`config.mk`:
```
export PLATFORM = sky130hd
export DESIGN_NAME = osc_output_state_regs
export DESIGN_NICKNAME = d
export VERILOG_FILES = /design/src/include/osc_pkg.sv /design/src/hdl/osc_spi_slave.sv /design/src/hdl/osc_output_state_regs.sv
export SDC_FILE = /design/constraint.sdc
export NUM_CORES = 1
export LEC_CHECK = 0
export ABC_AREA = 1
export BUFFER_PORTS_ARGS = -buffer_cell sky130_fd_sc_hd__buf_2
export CORE_AREA = 8 8 227 229
export DETAILED_ROUTE_END_ITERATION = 12
export DIE_AREA = 0 0 235 237
export SLEW_MARGIN = 10
export SYNTH_ARGS = -nofsm -noshare
export SYNTH_HDL_FRONTEND = slang
export SYNTH_SLANG_ARGS = --single-unit
```
`constraint.sdc`:
```
create_clock -name core_clk -period 42.7 [get_ports core_clk]
set_input_delay 8.54 -clock core_clk [delete_from_list [all_inputs] [get_ports core_clk]]
set_output_delay 8.54 -clock core_clk [all_outputs]
set_load 0.1 [all_outputs]
```
`src/include/osc_pkg.sv`:
```
// Constants, types and register map of the output state configuration bank.
// Assumes a single core clock; the serial port pins are synchronous to it.
package osc_pkg;

  localparam int OSC_NUM_SYNC = 8;
  localparam int OSC_NUM_CLK = 8;
  localparam int OSC_NUM_CHAN = 4;

  typedef logic [6:0] osc_addr_t;
  typedef logic [7:0][7:0] osc_bank_t;
  typedef logic [7:0][1:0] osc_amp_t;
  typedef logic [7:0][9:0] osc_mv_t;
  typedef logic [7:0][2:0] osc_dly_t;
  typedef logic [3:0][7:0] osc_phase_t;

  // Output order: A0, A1, A2, B0, B1, C0, C1, D
  localparam osc_addr_t OSC_SYNC_SRC_ADDR [OSC_NUM_SYNC] =
    '{7'h28, 7'h29, 7'h2a, 7'h38, 7'h39, 7'h48, 7'h49, 7'h58};
  localparam osc_addr_t OSC_SYNC_DRV_ADDR [OSC_NUM_SYNC] =
    '{7'h2c, 7'h2d, 7'h2e, 7'h3c, 7'h3d, 7'h4c, 7'h4d, 7'h5c};
  localparam osc_addr_t OSC_SYNC_ENA_ADDR = 7'h76;
  localparam osc_addr_t OSC_CLK_DRV_BASE = 7'h60;
  localparam osc_addr_t OSC_CLK_PHASE_BASE = 7'h70;
  // Clock output to channel (A=0 .. D=3)
  localparam logic [1:0] OSC_CLK_CHAN [OSC_NUM_CLK] =
    '{2'h0, 2'h0, 2'h0, 2'h1, 2'h1, 2'h2, 2'h2, 2'h3};

  // Sync source/delay register fields
  localparam int OSC_SRC_SEL_BIT = 4;
  localparam int OSC_DLY_HI = 3;
  localparam int OSC_DLY_LO = 1;
  // Sync drive register fields; clock drive uses format/amplitude the same way
  localparam int OSC_PD_BIT = 7;
  localparam int OSC_BIAS_BIT = 5;
  localparam int OSC_FMT_BIT = 4;
  localparam int OSC_AMP_HI = 3;
  localparam int OSC_AMP_LO = 2;
  localparam int OSC_CLK_EN_BIT = 0;

  localparam logic [7:0] OSC_SRC_MASK = 8'h1e;
  localparam logic [7:0] OSC_DRV_MASK = 8'hbc;
  localparam logic [7:0] OSC_CLK_DRV_MASK = 8'h1d;
  localparam logic [7:0] OSC_SRC_RST = 8'h10;
  localparam logic [7:0] OSC_DRV_RST = 8'h00;
  localparam logic [7:0] OSC_ENA_RST = 8'h00;
  localparam logic [7:0] OSC_CLK_DRV_RST = 8'h00;
  localparam logic [7:0] OSC_PHASE_RST = 8'h00;

  localparam logic [9:0] OSC_SWING_STEP_MV = 10'h0fa;

  // Register kinds returned by the address decoder
  localparam logic [2:0] OSC_KIND_NONE = 3'h0;
  localparam logic [2:0] OSC_KIND_SRC = 3'h1;
  localparam logic [2:0] OSC_KIND_DRV = 3'h2;
  localparam logic [2:0] OSC_KIND_ENA = 3'h3;
  localparam logic [2:0] OSC_KIND_CDRV = 3'h4;
  localparam logic [2:0] OSC_KIND_PHASE = 3'h5;

  // Serial frame: R/W flag, 7-bit address, 8-bit data, MSB first
  localparam logic [4:0] OSC_CMD_LAST = 5'h07;
  localparam logic [4:0] OSC_FRAME_LAST = 5'h0f;

  typedef enum logic [5:0] {
    OSC_SPI_IDLE = 6'b000001,
    OSC_SPI_CMD = 6'b000010,
    OSC_SPI_WR = 6'b000100,
    OSC_SPI_RDLD = 6'b001000,
    OSC_SPI_RD = 6'b010000,
    OSC_SPI_HOLD = 6'b100000
  } osc_spi_e;

endpackage

```
`src/hdl/osc_spi_slave.sv`:
```
// Three-wire serial slave: 16-bit frames into register strobes.
// Assumes sclk idles low and each sclk phase lasts at least three core clocks.
`timescale 1ns/1ps
`default_nettype none
module osc_spi_slave (
  input wire logic core_clk,
  input wire logic rst_n,
  input wire logic spiSclk,
  input wire logic spiCsN,
  input wire logic sdioIn,
  output logic sdioOut,
  output logic sdioOe,
  output osc_pkg::osc_addr_t regAddr,
  output logic [7:0] regWrData,
  output logic regWrStb,
  input wire logic [7:0] regRdData
);
  import osc_pkg::*;

  typedef struct packed {
    osc_spi_e state;
    logic sclkPrev;
    logic [4:0] bitCnt;
    logic [6:0] cmdShift;
    osc_addr_t addr;
    logic [7:0] wrData;
    logic wrStb;
    logic [7:0] rdShift;
  } osc_spi_s;

  osc_spi_s s_r;
  osc_spi_s s_nxt;
  logic rise;

  always_comb begin
    s_nxt = s_r;
    s_nxt.wrStb = 1'b0;
    s_nxt.sclkPrev = spiSclk;
    rise = spiSclk & ~s_r.sclkPrev;
    if (spiCsN) begin
      // Deselect aborts any unfinished frame; no partial write lands
      s_nxt.state = OSC_SPI_IDLE;
      s_nxt.bitCnt = 5'h00;
    end else begin
      case (s_r.state)
        OSC_SPI_IDLE, OSC_SPI_CMD: begin
          s_nxt.state = OSC_SPI_CMD;
          if (rise) begin
            s_nxt.cmdShift = {s_r.cmdShift[5:0], sdioIn};
            s_nxt.bitCnt = s_r.bitCnt + 5'h01;
            if (s_r.bitCnt == OSC_CMD_LAST) begin
              s_nxt.addr = {s_r.cmdShift[5:0], sdioIn};
              s_nxt.state = s_r.cmdShift[6] ? OSC_SPI_RDLD : OSC_SPI_WR;
            end
          end
        end
        OSC_SPI_WR: begin
          if (rise) begin
            s_nxt.wrData = {s_r.wrData[6:0], sdioIn};
            s_nxt.bitCnt = s_r.bitCnt + 5'h01;
            if (s_r.bitCnt == OSC_FRAME_LAST) begin
              s_nxt.wrStb = 1'b1;
              s_nxt.state = OSC_SPI_HOLD;
            end
          end
        end
        OSC_SPI_RDLD: begin
          s_nxt.rdShift = regRdData;
          s_nxt.state = OSC_SPI_RD;
        end
        OSC_SPI_RD: begin
          if (rise) begin
            s_nxt.rdShift = {s_r.rdShift[6:0], 1'b0};
            s_nxt.bitCnt = s_r.bitCnt + 5'h01;
            if (s_r.bitCnt == OSC_FRAME_LAST) begin
              s_nxt.state = OSC_SPI_HOLD;
            end
          end
        end
        OSC_SPI_HOLD: begin
          s_nxt.state = OSC_SPI_HOLD;
        end
        default: begin
          s_nxt.state = OSC_SPI_IDLE;
        end
      endcase
    end
  end

  always_ff @(posedge core_clk or negedge rst_n) begin
    if (!rst_n) begin
      s_r <= '{state: OSC_SPI_IDLE, default: '0};
    end else begin
      s_r <= s_nxt;
    end
  end

  assign sdioOut = s_r.rdShift[7];
  assign sdioOe = (s_r.state == OSC_SPI_RD);
  assign regAddr = s_r.addr;
  assign regWrData = s_r.wrData;
  assign regWrStb = s_r.wrStb;

endmodule
`default_nettype wire

```
`src/hdl/osc_output_state_regs.sv`:
```
// Output state configuration bank: clock and sync output settings.
// Assumes a host on the three-wire serial port; drives analog control lines.
`timescale 1ns/1ps
`default_nettype none
module osc_output_state_regs (
  input wire logic core_clk,
  input wire logic arst_n,
  input wire logic spiSclk,
  input wire logic spiCsN,
  input wire logic sdioIn,
  output logic sdioOut,
  output logic sdioOe,
  output logic [7:0] clkOutEnable,
  output logic [7:0] clkOutFormat,
  output osc_pkg::osc_amp_t clkOutAmp,
  output osc_pkg::osc_mv_t clkOutSwingMv,
  output osc_pkg::osc_phase_t clkOutPhase,
  output logic [7:0] syncOutPowerDown,
  output logic [7:0] syncOutEnable,
  output logic [7:0] syncOutSourceSel,
  output osc_pkg::osc_dly_t syncOutDelay,
  output logic [7:0] syncOutFormat,
  output osc_pkg::osc_amp_t syncOutAmp,
  output osc_pkg::osc_mv_t syncOutSwingMv,
  output logic [7:0] syncOutBiasDisable
);
  import osc_pkg::*;

  typedef struct packed {
    osc_bank_t src;
    osc_bank_t drv;
    logic [7:0] ena;
    osc_bank_t clkDrv;
    osc_phase_t phase;
    logic [7:0] clkEn;
    logic [7:0] clkFmt;
    osc_amp_t clkAmp;
    osc_mv_t clkMv;
    osc_phase_t clkPh;
    logic [7:0] syPd;
    logic [7:0] syEn;
    logic [7:0] sySrc;
    osc_dly_t syDly;
    logic [7:0] syFmt;
    osc_amp_t syAmp;
    osc_mv_t syMv;
    logic [7:0] syBias;
  } osc_state_s;

  osc_state_s s_r;
  osc_state_s s_nxt;
  logic [1:0] rstSync_r;
  logic rstN;
  osc_addr_t regAddr;
  logic [7:0] regWrData;
  logic regWrStb;
  logic [7:0] regRdData;
  logic [5:0] wrDec;
  logic [5:0] rdDec;

  logic [7:0] effClkEn;
  logic [7:0] effClkFmt;
  osc_amp_t effClkAmp;
  osc_mv_t effClkMv;
  logic [7:0] effSyPd;
  logic [7:0] effSyEn;
  logic [7:0] effSySrc;
  osc_dly_t effSyDly;
  logic [7:0] effSyFmt;
  osc_amp_t effSyAmp;
  osc_mv_t effSyMv;
  logic [7:0] effSyBias;

  // Reset released through two flops so all state leaves reset on one edge
  always_ff @(posedge core_clk or negedge arst_n) begin
    if (!arst_n) begin
      rstSync_r <= 2'h0;
    end else begin
      rstSync_r <= {rstSync_r[0], 1'b1};
    end
  end
  assign rstN = rstSync_r[1];

  osc_spi_slave u_spi (
    .core_clk(core_clk),
    .rst_n(rstN),
    .spiSclk(spiSclk),
    .spiCsN(spiCsN),
    .sdioIn(sdioIn),
    .sdioOut(sdioOut),
    .sdioOe(sdioOe),
    .regAddr(regAddr),
    .regWrData(regWrData),
    .regWrStb(regWrStb),
    .regRdData(regRdData)
  );

  // Address to {kind, index}; shared by the write and read paths
  function automatic logic [5:0] regDecode(input osc_addr_t a);
    logic [5:0] d;
    d = {OSC_KIND_NONE, 3'h0};
    for (int i = 0; i < OSC_NUM_SYNC; i++) begin
      if (a == OSC_SYNC_SRC_ADDR[i]) begin
        d = {OSC_KIND_SRC, 3'(i)};
      end
      if (a == OSC_SYNC_DRV_ADDR[i]) begin
        d = {OSC_KIND_DRV, 3'(i)};
      end
    end
    if (a == OSC_SYNC_ENA_ADDR) begin
      d = {OSC_KIND_ENA, 3'h0};
    end
    if (a[6:3] == OSC_CLK_DRV_BASE[6:3]) begin
      d = {OSC_KIND_CDRV, a[2:0]};
    end
    if (a[6:2] == OSC_CLK_PHASE_BASE[6:2]) begin
      d = {OSC_KIND_PHASE, 1'b0, a[1:0]};
    end
    return d;
  endfunction

  assign wrDec = regDecode(regAddr);
  assign rdDec = regDecode(regAddr);

  // Reserved bits are never stored, so they read back as zero
  always_comb begin
    case (rdDec[5:3])
      OSC_KIND_SRC: regRdData = s_r.src[rdDec[2:0]];
      OSC_KIND_DRV: regRdData = s_r.drv[rdDec[2:0]];
      OSC_KIND_ENA: regRdData = s_r.ena;
      OSC_KIND_CDRV: regRdData = s_r.clkDrv[rdDec[2:0]];
      OSC_KIND_PHASE: regRdData = s_r.phase[rdDec[1:0]];
      default: regRdData = 8'h00;
    endcase
  end

  genvar g;
  generate
    for (g = 0; g < OSC_NUM_CLK; g++) begin : gen_out
      // Clock outputs
      assign effClkEn[g] = s_r.clkDrv[g][OSC_CLK_EN_BIT];
      assign effClkFmt[g] = s_r.clkDrv[g][OSC_FMT_BIT];
      assign effClkAmp[g] = s_r.clkDrv[g][OSC_AMP_HI:OSC_AMP_LO];
      // Same swing table in both formats
      assign effClkMv[g] = OSC_SWING_STEP_MV * ({8'h00, effClkAmp[g]} + 10'h001);

      // Sync outputs; enable bits run from D7 for output A0 downward
      assign effSyPd[g] = s_r.drv[g][OSC_PD_BIT];
      assign effSySrc[g] = s_r.src[g][OSC_SRC_SEL_BIT];
      assign effSyDly[g] = s_r.src[g][OSC_DLY_HI:OSC_DLY_LO];
      // Powered-down output ignores its format, enable and amplitude
      assign effSyEn[g] = s_r.ena[OSC_NUM_SYNC - 1 - g] & ~effSyPd[g];
      assign effSyFmt[g] = s_r.drv[g][OSC_FMT_BIT] & ~effSyPd[g];
      assign effSyAmp[g] = effSyPd[g] ? 2'h0 : s_r.drv[g][OSC_AMP_HI:OSC_AMP_LO];
      assign effSyMv[g] = effSyPd[g] ? 10'h000 :
        OSC_SWING_STEP_MV * ({8'h00, effSyAmp[g]} + 10'h001);
      // Pre-bias only acts on a powered ECL-style output
      assign effSyBias[g] = s_r.drv[g][OSC_BIAS_BIT] & effSyFmt[g];
    end
  endgenerate

  always_comb begin
    s_nxt = s_r;
    if (regWrStb) begin
      case (wrDec[5:3])
        OSC_KIND_SRC: begin
          s_nxt.src[wrDec[2:0]] = regWrData & OSC_SRC_MASK;
        end
        OSC_KIND_DRV: begin
          s_nxt.drv[wrDec[2:0]] = regWrData & OSC_DRV_MASK;
        end
        OSC_KIND_ENA: begin
          s_nxt.ena = regWrData;
        end
        OSC_KIND_CDRV: begin
          s_nxt.clkDrv[wrDec[2:0]] = regWrData & OSC_CLK_DRV_MASK;
        end
        OSC_KIND_PHASE: begin
          // All-ones is a legal code: 255 input periods
          s_nxt.phase[wrDec[1:0]] = regWrData;
        end
        default: begin
          s_nxt.ena = s_r.ena;
        end
      endcase
    end
    // Output controls follow the stored fields one cycle later
    s_nxt.clkEn = effClkEn;
    s_nxt.clkFmt = effClkFmt;
    s_nxt.clkAmp = effClkAmp;
    s_nxt.clkMv = effClkMv;
    s_nxt.clkPh = s_r.phase;
    s_nxt.syPd = effSyPd;
    s_nxt.syEn = effSyEn;
    s_nxt.sySrc = effSySrc;
    s_nxt.syDly = effSyDly;
    s_nxt.syFmt = effSyFmt;
    s_nxt.syAmp = effSyAmp;
    s_nxt.syMv = effSyMv;
    s_nxt.syBias = effSyBias;
  end

  always_ff @(posedge core_clk or negedge rstN) begin
    if (!rstN) begin
      s_r <= '{
        src: {OSC_NUM_SYNC{OSC_SRC_RST}},
        drv: {OSC_NUM_SYNC{OSC_DRV_RST}},
        ena: OSC_ENA_RST,
        clkDrv: {OSC_NUM_CLK{OSC_CLK_DRV_RST}},
        phase: {OSC_NUM_CHAN{OSC_PHASE_RST}},
        sySrc: 8'hff,
        syMv: {OSC_NUM_SYNC{OSC_SWING_STEP_MV}},
        clkMv: {OSC_NUM_CLK{OSC_SWING_STEP_MV}},
        default: '0
      };
    end else begin
      s_r <= s_nxt;
    end
  end

  assign clkOutEnable = s_r.clkEn;
  assign clkOutFormat = s_r.clkFmt;
  assign clkOutAmp = s_r.clkAmp;
  assign clkOutSwingMv = s_r.clkMv;
  assign clkOutPhase = s_r.clkPh;
  assign syncOutPowerDown = s_r.syPd;
  assign syncOutEnable = s_r.syEn;
  assign syncOutSourceSel = s_r.sySrc;
  assign syncOutDelay = s_r.syDly;
  assign syncOutFormat = s_r.syFmt;
  assign syncOutAmp = s_r.syAmp;
  assign syncOutSwingMv = s_r.syMv;
  assign syncOutBiasDisable = s_r.syBias;

endmodule
`default_nettype wire

```
* Word level (Yosys, flattened, before mapping)
Index checks and enable logic that the tools add are counted.
** Word-level totals
- Flip-flop bits (word level) :: 573
- Bits in latches :: 0
- Bits in writable memories :: 0
- Memory bits (read-only) :: 0
- Bits of input ports :: 5
- Logic and storage cells :: 284
- Memories :: 0
** Operators by class
- Add/subtract/negate cells :: 17
- $mul :: 16
- Div/mod/pow operators :: 0
- Order comparisons :: 4
- Equality and inequality tests :: 36
- Shifts and indexed selects :: 0
- Multiplexer cells :: 70
- Bitwise gates (word level) :: 35
- Reduce and logical (&&, ||, !) cells :: 17
** Operators by type and width (number)
- 64-bit bitwise mux :: 3
- 7-bit by 3-bit multiplier with 9-bit output, first input constant :: 16
- 6-bit two-way mux :: 23
- 10-bit two-way mux :: 8
- 8-bit binary-select mux with 3-bit select :: 3
- 7-bit by 6-bit == test with 1-bit output, second input constant :: 10
- 8-bit two-way mux :: 7
- 7-bit == test, second input constant :: 7
- 2-bit by 1-bit adder with 3-bit output, second input constant :: 16
- 8-bit one-hot mux with 5 select lines :: 1
- 32-bit bitwise mux :: 1
- 1-bit bitwise AND :: 25
- 8-bit demux with 3-bit select :: 1
- 6-bit one-hot mux with 4 select lines :: 1
- 19-bit two-way mux :: 1
- 8-bit binary-select mux with 2-bit select :: 1
- 8-bit demux with 2-bit select :: 1
- 2-bit two-way mux :: 8
- 8-bit one-hot mux with 2 select lines :: 1
- 2-bit AND reduction :: 6
- 3-bit AND reduction :: 4
- 5-bit two-way mux :: 2
- 1-bit NOT :: 10
- 5-bit one-hot mux with 2 select lines :: 1
- other kinds (30) :: 38

* Logic depth before layout (Yosys ltp)
- Word-level depth :: 25
- Depth in mapped cells :: 18

* Modules after synthesis
From an unflattened synthesis, not the netlist that was laid out.
** Second synthesis, totals
- Cells, all modules :: 2253
- Area, all modules :: 21828.4 µm²
** By module, submodules not included
- osc_output_state_regs :: times used 1, cells each 1990, area an instance 19648.8 µm², sequential area each 10600.2 µm²
- osc_spi_slave :: times used 1, cells each 263, area an instance 2179.6 µm², sequential area each 1077.3 µm²

* Worst setup path after synthesis
Ideal clock, no wire load.
- Path type :: register -> output
- Start :: register u_spi.s_r[38] (netlist bit)
- End :: output port sdioOe
- Data arrival time :: 1.629 ns
- Required time :: 34.160 ns
- Slack :: 32.531 ns
- Cell stages (with the launch flop) :: 6
- Cells stage by stage :: dfrtp_1 > nor2_1 > inv_1 > nor2_1 > inv_1 > nor3_4
** Between the ends
- Cells in the longest elaborated chain, start to end :: 1
** RTL lines
- start, declared :: RTL line osc_spi_slave.sv:31 : osc_spi_s s_r;
- start signal, assigned :: RTL line osc_spi_slave.sv:94 : s_r <= s_nxt;
- 6-bit by 5-bit == test with 1-bit output :: RTL line osc_spi_slave.sv:99 : assign sdioOe = (s_r.state == OSC_SPI_RD);
- end, declared :: RTL line osc_output_state_regs.sv:12 : output logic sdioOe,
Every way passes these cells.

* Worst setup path after layout
Same ends and word-level chain as after synthesis.

==> results.txt <==
----------------------------------------------------
[CTS]
  Buffer type at the clock tree root ... sky130_fd_sc_hd__clkbuf_16
  Maximum count of clock buffers along a single path ... 3
  Level count of the clock H-tree ... 2
  Later-pin clock latency in the skew report ... 0.59 ns
  Register clock-pin slew on the reported worst setup and hold paths ... 0.06 ns
  Resized Gates After CTS ... 0
  TritonCTS clock tree ... done
  Total CTS buffers ... 48
  Number of buffers inserted for hold repair after clock tree synthesis ... 0
  # clock sinks ... 461
  Count of buffers added by post-CTS timing repair for setup ... 0

[Route]
  Detail-routed via count per cell ... 4.70
  Post-route DRC violation count ... 0
  Total Wirelength ... 50.4 mm
  Post-route antenna net violation count ... 0
  Total number of vias ... 13200
  Number of detailed-route iterations in the first pass ... 5
  Wire length per cell ... 17.9 µm
  Iteration-0 DRC Markers ... 912

[Timing]
  Setup repair after global routing missed its margin ... false
  Measured slew at the worst slew-check pin ... 1.15 ns
  Final hold violation count ... 0
  Headroom to the max-slew limit ... 23.4%
  Final-report max-slew violation count ... 0
  Shortest clock period the worst path allows after layout ... 10.81 ns
  Clock Skews ... 0.0229 ns
  Post-layout worst setup margin ... 31.89 ns
  Final period utilization ... 25.3%
  Timing-limited maximum frequency ... 92.5 MHz
  Setup TNS ... 0 ns
  Setup violation total in the final timing report ... 0

[Place]
  Setup slack after placement ... 32.46 ns
  HPWL after DPL ... 35.8 mm
  Number of buffers added on ports ... 294
  Cell area reported after detailed placement ... 0.0211 mm²
  Final GP Congestion ... 0.859

[Cells and area]
  Area occupied by registers ... 0.0117 mm²
  Final net count ... 2280
  Most used cells in the layout excluding fill and tap cells ... 434 x sky130_fd_sc_hd__nand2_1, 347 x sky130_fd_sc_hd__dfrtp_1, 294 x sky130_fd_sc_hd__buf_2, 236 x sky130_fd_sc_hd__inv_1, 167 x sky130_fd_sc_hd__o21ai_0
  Non-Filler Cell Area, Final ... 0.0228 mm²
  Total area of multi-input combinational cells ... 0.00620 mm²
  Most common cell after layout, fill and taps aside ... sky130_fd_sc_hd__nand2_1
  Fraction of final layout cells with drive strength greater than 1 ... 24.3%
  Number of inserted filler cells in the final layout ... 4522
  Layout Area Growth over Synthesis ... 7.13%
  ANT cells ... 0

[Floorplan]
  Core box area ... 0.0481 mm²
  Initial Util ... 44.2%
  Row cnt ... 81
  Die area ... 0.0557 mm²
  Die boundary height ... 237 µm
  Number of primary I/O pins ... 311
  X dimension of the die ... 235 µm

[Synthesis]
  Async SR Flop Fraction ... 100%
  Sequential share of the synthesized area ... 54.9%
  Warning count from the yosys run ... 0
  Most common flop cell mapped by yosys ... sky130_fd_sc_hd__dfrtp_1
  Unique masters post-synth ... 44
  Cell count after synthesis ... 2142
  Number of enable flip-flop cells after synthesis ... 0
  Number of register bits inferred by synthesis ... 461
  Post-synthesis area per instance ... 9.93 µm²
  Syn Std Cell Area ... 0.0213 mm²

[GRT]
  Number of global-route vias before repair ... 13700
  First-pass GRT wire length ... 79.6 mm
  GRT overflow ... 0
  Total track usage ... 18.0%
  Largest net degree at the start of global routing ... 182
  Antenna violations before repair ... 0

[Critical path]
  End of the critical path ... sdioOe
  Setup slack, reg-to-reg ... 38.81 ns
  Type of destination of the critical path ... output pin
  Setup Crit Path Kind ... reg2out
  Worst-path cell with the longest stage delay ... sky130_fd_sc_hd__buf_2
  Reg2Reg Launch Point ... u_spi.regAddr[6]$_DFFE_PN0P_
  Largest delay contributor family on the critical path ... buffers and inverters
  CP peak stage delay ... 0.53 ns
  CP Data Arrival Time ... 2.27 ns
  Count of cells along the worst register-to-register path ... 14
  Startpoint of the most critical setup path ... u_spi.s_r[38]$_DFFE_PN0P_
  Critical path depth ... 6
  Crit path required time ... 34.16 ns
  Startpoint class of the critical path ... flip-flop
  Number of buffer and inverter instances along the worst setup path ... 3
  Critical-path maximum fanout ... 10
  Reg-to-reg endpoint ... u_spi.s_r[6]$_DFFE_PN0P_
  Cell chain of the critical path ... nor2_1 > inv_1 > nor2_1 > inv_1 > nor3_4 > buf_2

[Min path]
  Hold Path Class ... reg2reg

[Status]
  Result of the run ... finished clean

[Power]
  Leakage component of the power ... 11.4 nW
  Maximum ir drop on the vdd rail ... 0.0236 mV
  PwrDens ... 39.9 mW/mm²

[Run]
  Max-cap violations ... 0

----------------------------------------------------
## worst min path at each step
stage,from,to,depth (start not counted)
finish,rstSync_r[0]$_DFF_PN0_,rstSync_r[1]$_DFF_PN0_,0
global placement,rstSync_r[0]$_DFF_PN0_,rstSync_r[1]$_DFF_PN0_,0
floorplan,rstSync_r[0]$_DFF_PN0_,rstSync_r[1]$_DFF_PN0_,0
detailed placement,rstSync_r[0]$_DFF_PN0_,rstSync_r[1]$_DFF_PN0_,0
CTS,rstSync_r[0]$_DFF_PN0_,rstSync_r[1]$_DFF_PN0_,0
global route,rstSync_r[0]$_DFF_PN0_,rstSync_r[1]$_DFF_PN0_,0
## kinds of logic (layout without fill, tap and decap cells)
group / after synthesis / count (layout) / synth area share (%)
fa+ha+maj: 122 / 122 / 8.30
simple gates: 691 / 691 / 13.6
other cells: 2 / 17 / 0.0353
compound gates: 237 / 237 / 5.92
flops: 461 / 461 / 54.9
xor+xnor: 25 / 25 / 1.03
buf+inv: 604 / 640 / 16.2
## layer usage
layer	part of all wire [%]	global-route usage, %	vias up
met5	0	0	-
met4	3.3	6.46	0
met3	5.8	4.28	92
met2	47	29.3	341
met1	44	23.4	6475
li1	-	-	6318
## state kept, by name, indices dropped and copies added (netlist names), 15 cells and up
register        count
u_spi.s_r          26
syncOutDelay       24
clkOutPhase        32
s_r                40
effClkAmp          16
syncOutAmp         15
clkOutAmp          16
effSyDly           24
clkOutSwingMv      72
syncOutSwingMv     57
s_nxt              32
## area by class of cell
cell class | count | share of cell area (%)
Multi-Input combinational cell | 1092 | 27.2
Clock buffer | 71 | 6.14
Clock inverter | 19 | 1.10
Tap cell | 622 | 3.41
Timing Repair Buffer | 302 | 6.77
Sequential cell | 461 | 51.2
Inverter | 248 | 4.11
## power breakdown
part	internal [mW]	switching [mW]	total (mW)
clock network	0.259	0.175	0.434
registers	0.441	0.00367	0.445
logic	0.00563	0.0252	0.0308
total	0.705	0.204	0.910
## through the flow
stage	power, mW	cells	util, %	hold slack, ns
floorplan	0.477	2157	-	0.331
global placement	0.483	2725	43.9	0.333
detailed placement	0.484	2725	43.9	0.338
CTS	0.922	2815	47.4	0.352
global route	0.943	2815	47.4	0.365
finish	0.910	2815	47.4	0.348
## worst register-to-register path, cell delays in order, from the launching register on
cell	delay, ns
sky130_fd_sc_hd__dfrtp_1	0.48
sky130_fd_sc_hd__nand3_1	0.24
sky130_fd_sc_hd__nor2_1	0.11
sky130_fd_sc_hd__nor2_4	0.69
sky130_fd_sc_hd__o21a_2	0.33
sky130_fd_sc_hd__nand3_4	0.40
sky130_fd_sc_hd__inv_4	0.48
sky130_fd_sc_hd__nand2_4	0.16
sky130_fd_sc_hd__inv_2	0.30
sky130_fd_sc_hd__nand2_1	0.09
sky130_fd_sc_hd__nand4_1	0.12
sky130_fd_sc_hd__nand2_1	0.06
sky130_fd_sc_hd__o21ai_1	0.12
sky130_fd_sc_hd__nand2_1	0.08
sky130_fd_sc_hd__a22oi_1	0.14
## Yosys cell counts, types with 11 or more instances
cell type                    n  area share (%)
sky130_fd_sc_hd__nand2_1   434             7.7
sky130_fd_sc_hd__dfrtp_1   348              41
sky130_fd_sc_hd__buf_4     309              11
sky130_fd_sc_hd__inv_1     236             4.2
sky130_fd_sc_hd__o21ai_0   167             3.9
sky130_fd_sc_hd__nor2_1    146             2.6
sky130_fd_sc_hd__dfstp_2   113              14
sky130_fd_sc_hd__ha_1       90             5.3
sky130_fd_sc_hd__nand3_1    36            0.85
sky130_fd_sc_hd__clkbuf_1   35            0.62
sky130_fd_sc_hd__fa_1       32             3.0
sky130_fd_sc_hd__nand4_1    32            0.94
sky130_fd_sc_hd__o21ai_1    23            0.54
sky130_fd_sc_hd__a21oi_1    20            0.47
sky130_fd_sc_hd__xnor2_1    17            0.70
sky130_fd_sc_hd__buf_2      11            0.26
(Power assumes the default switching activity.)
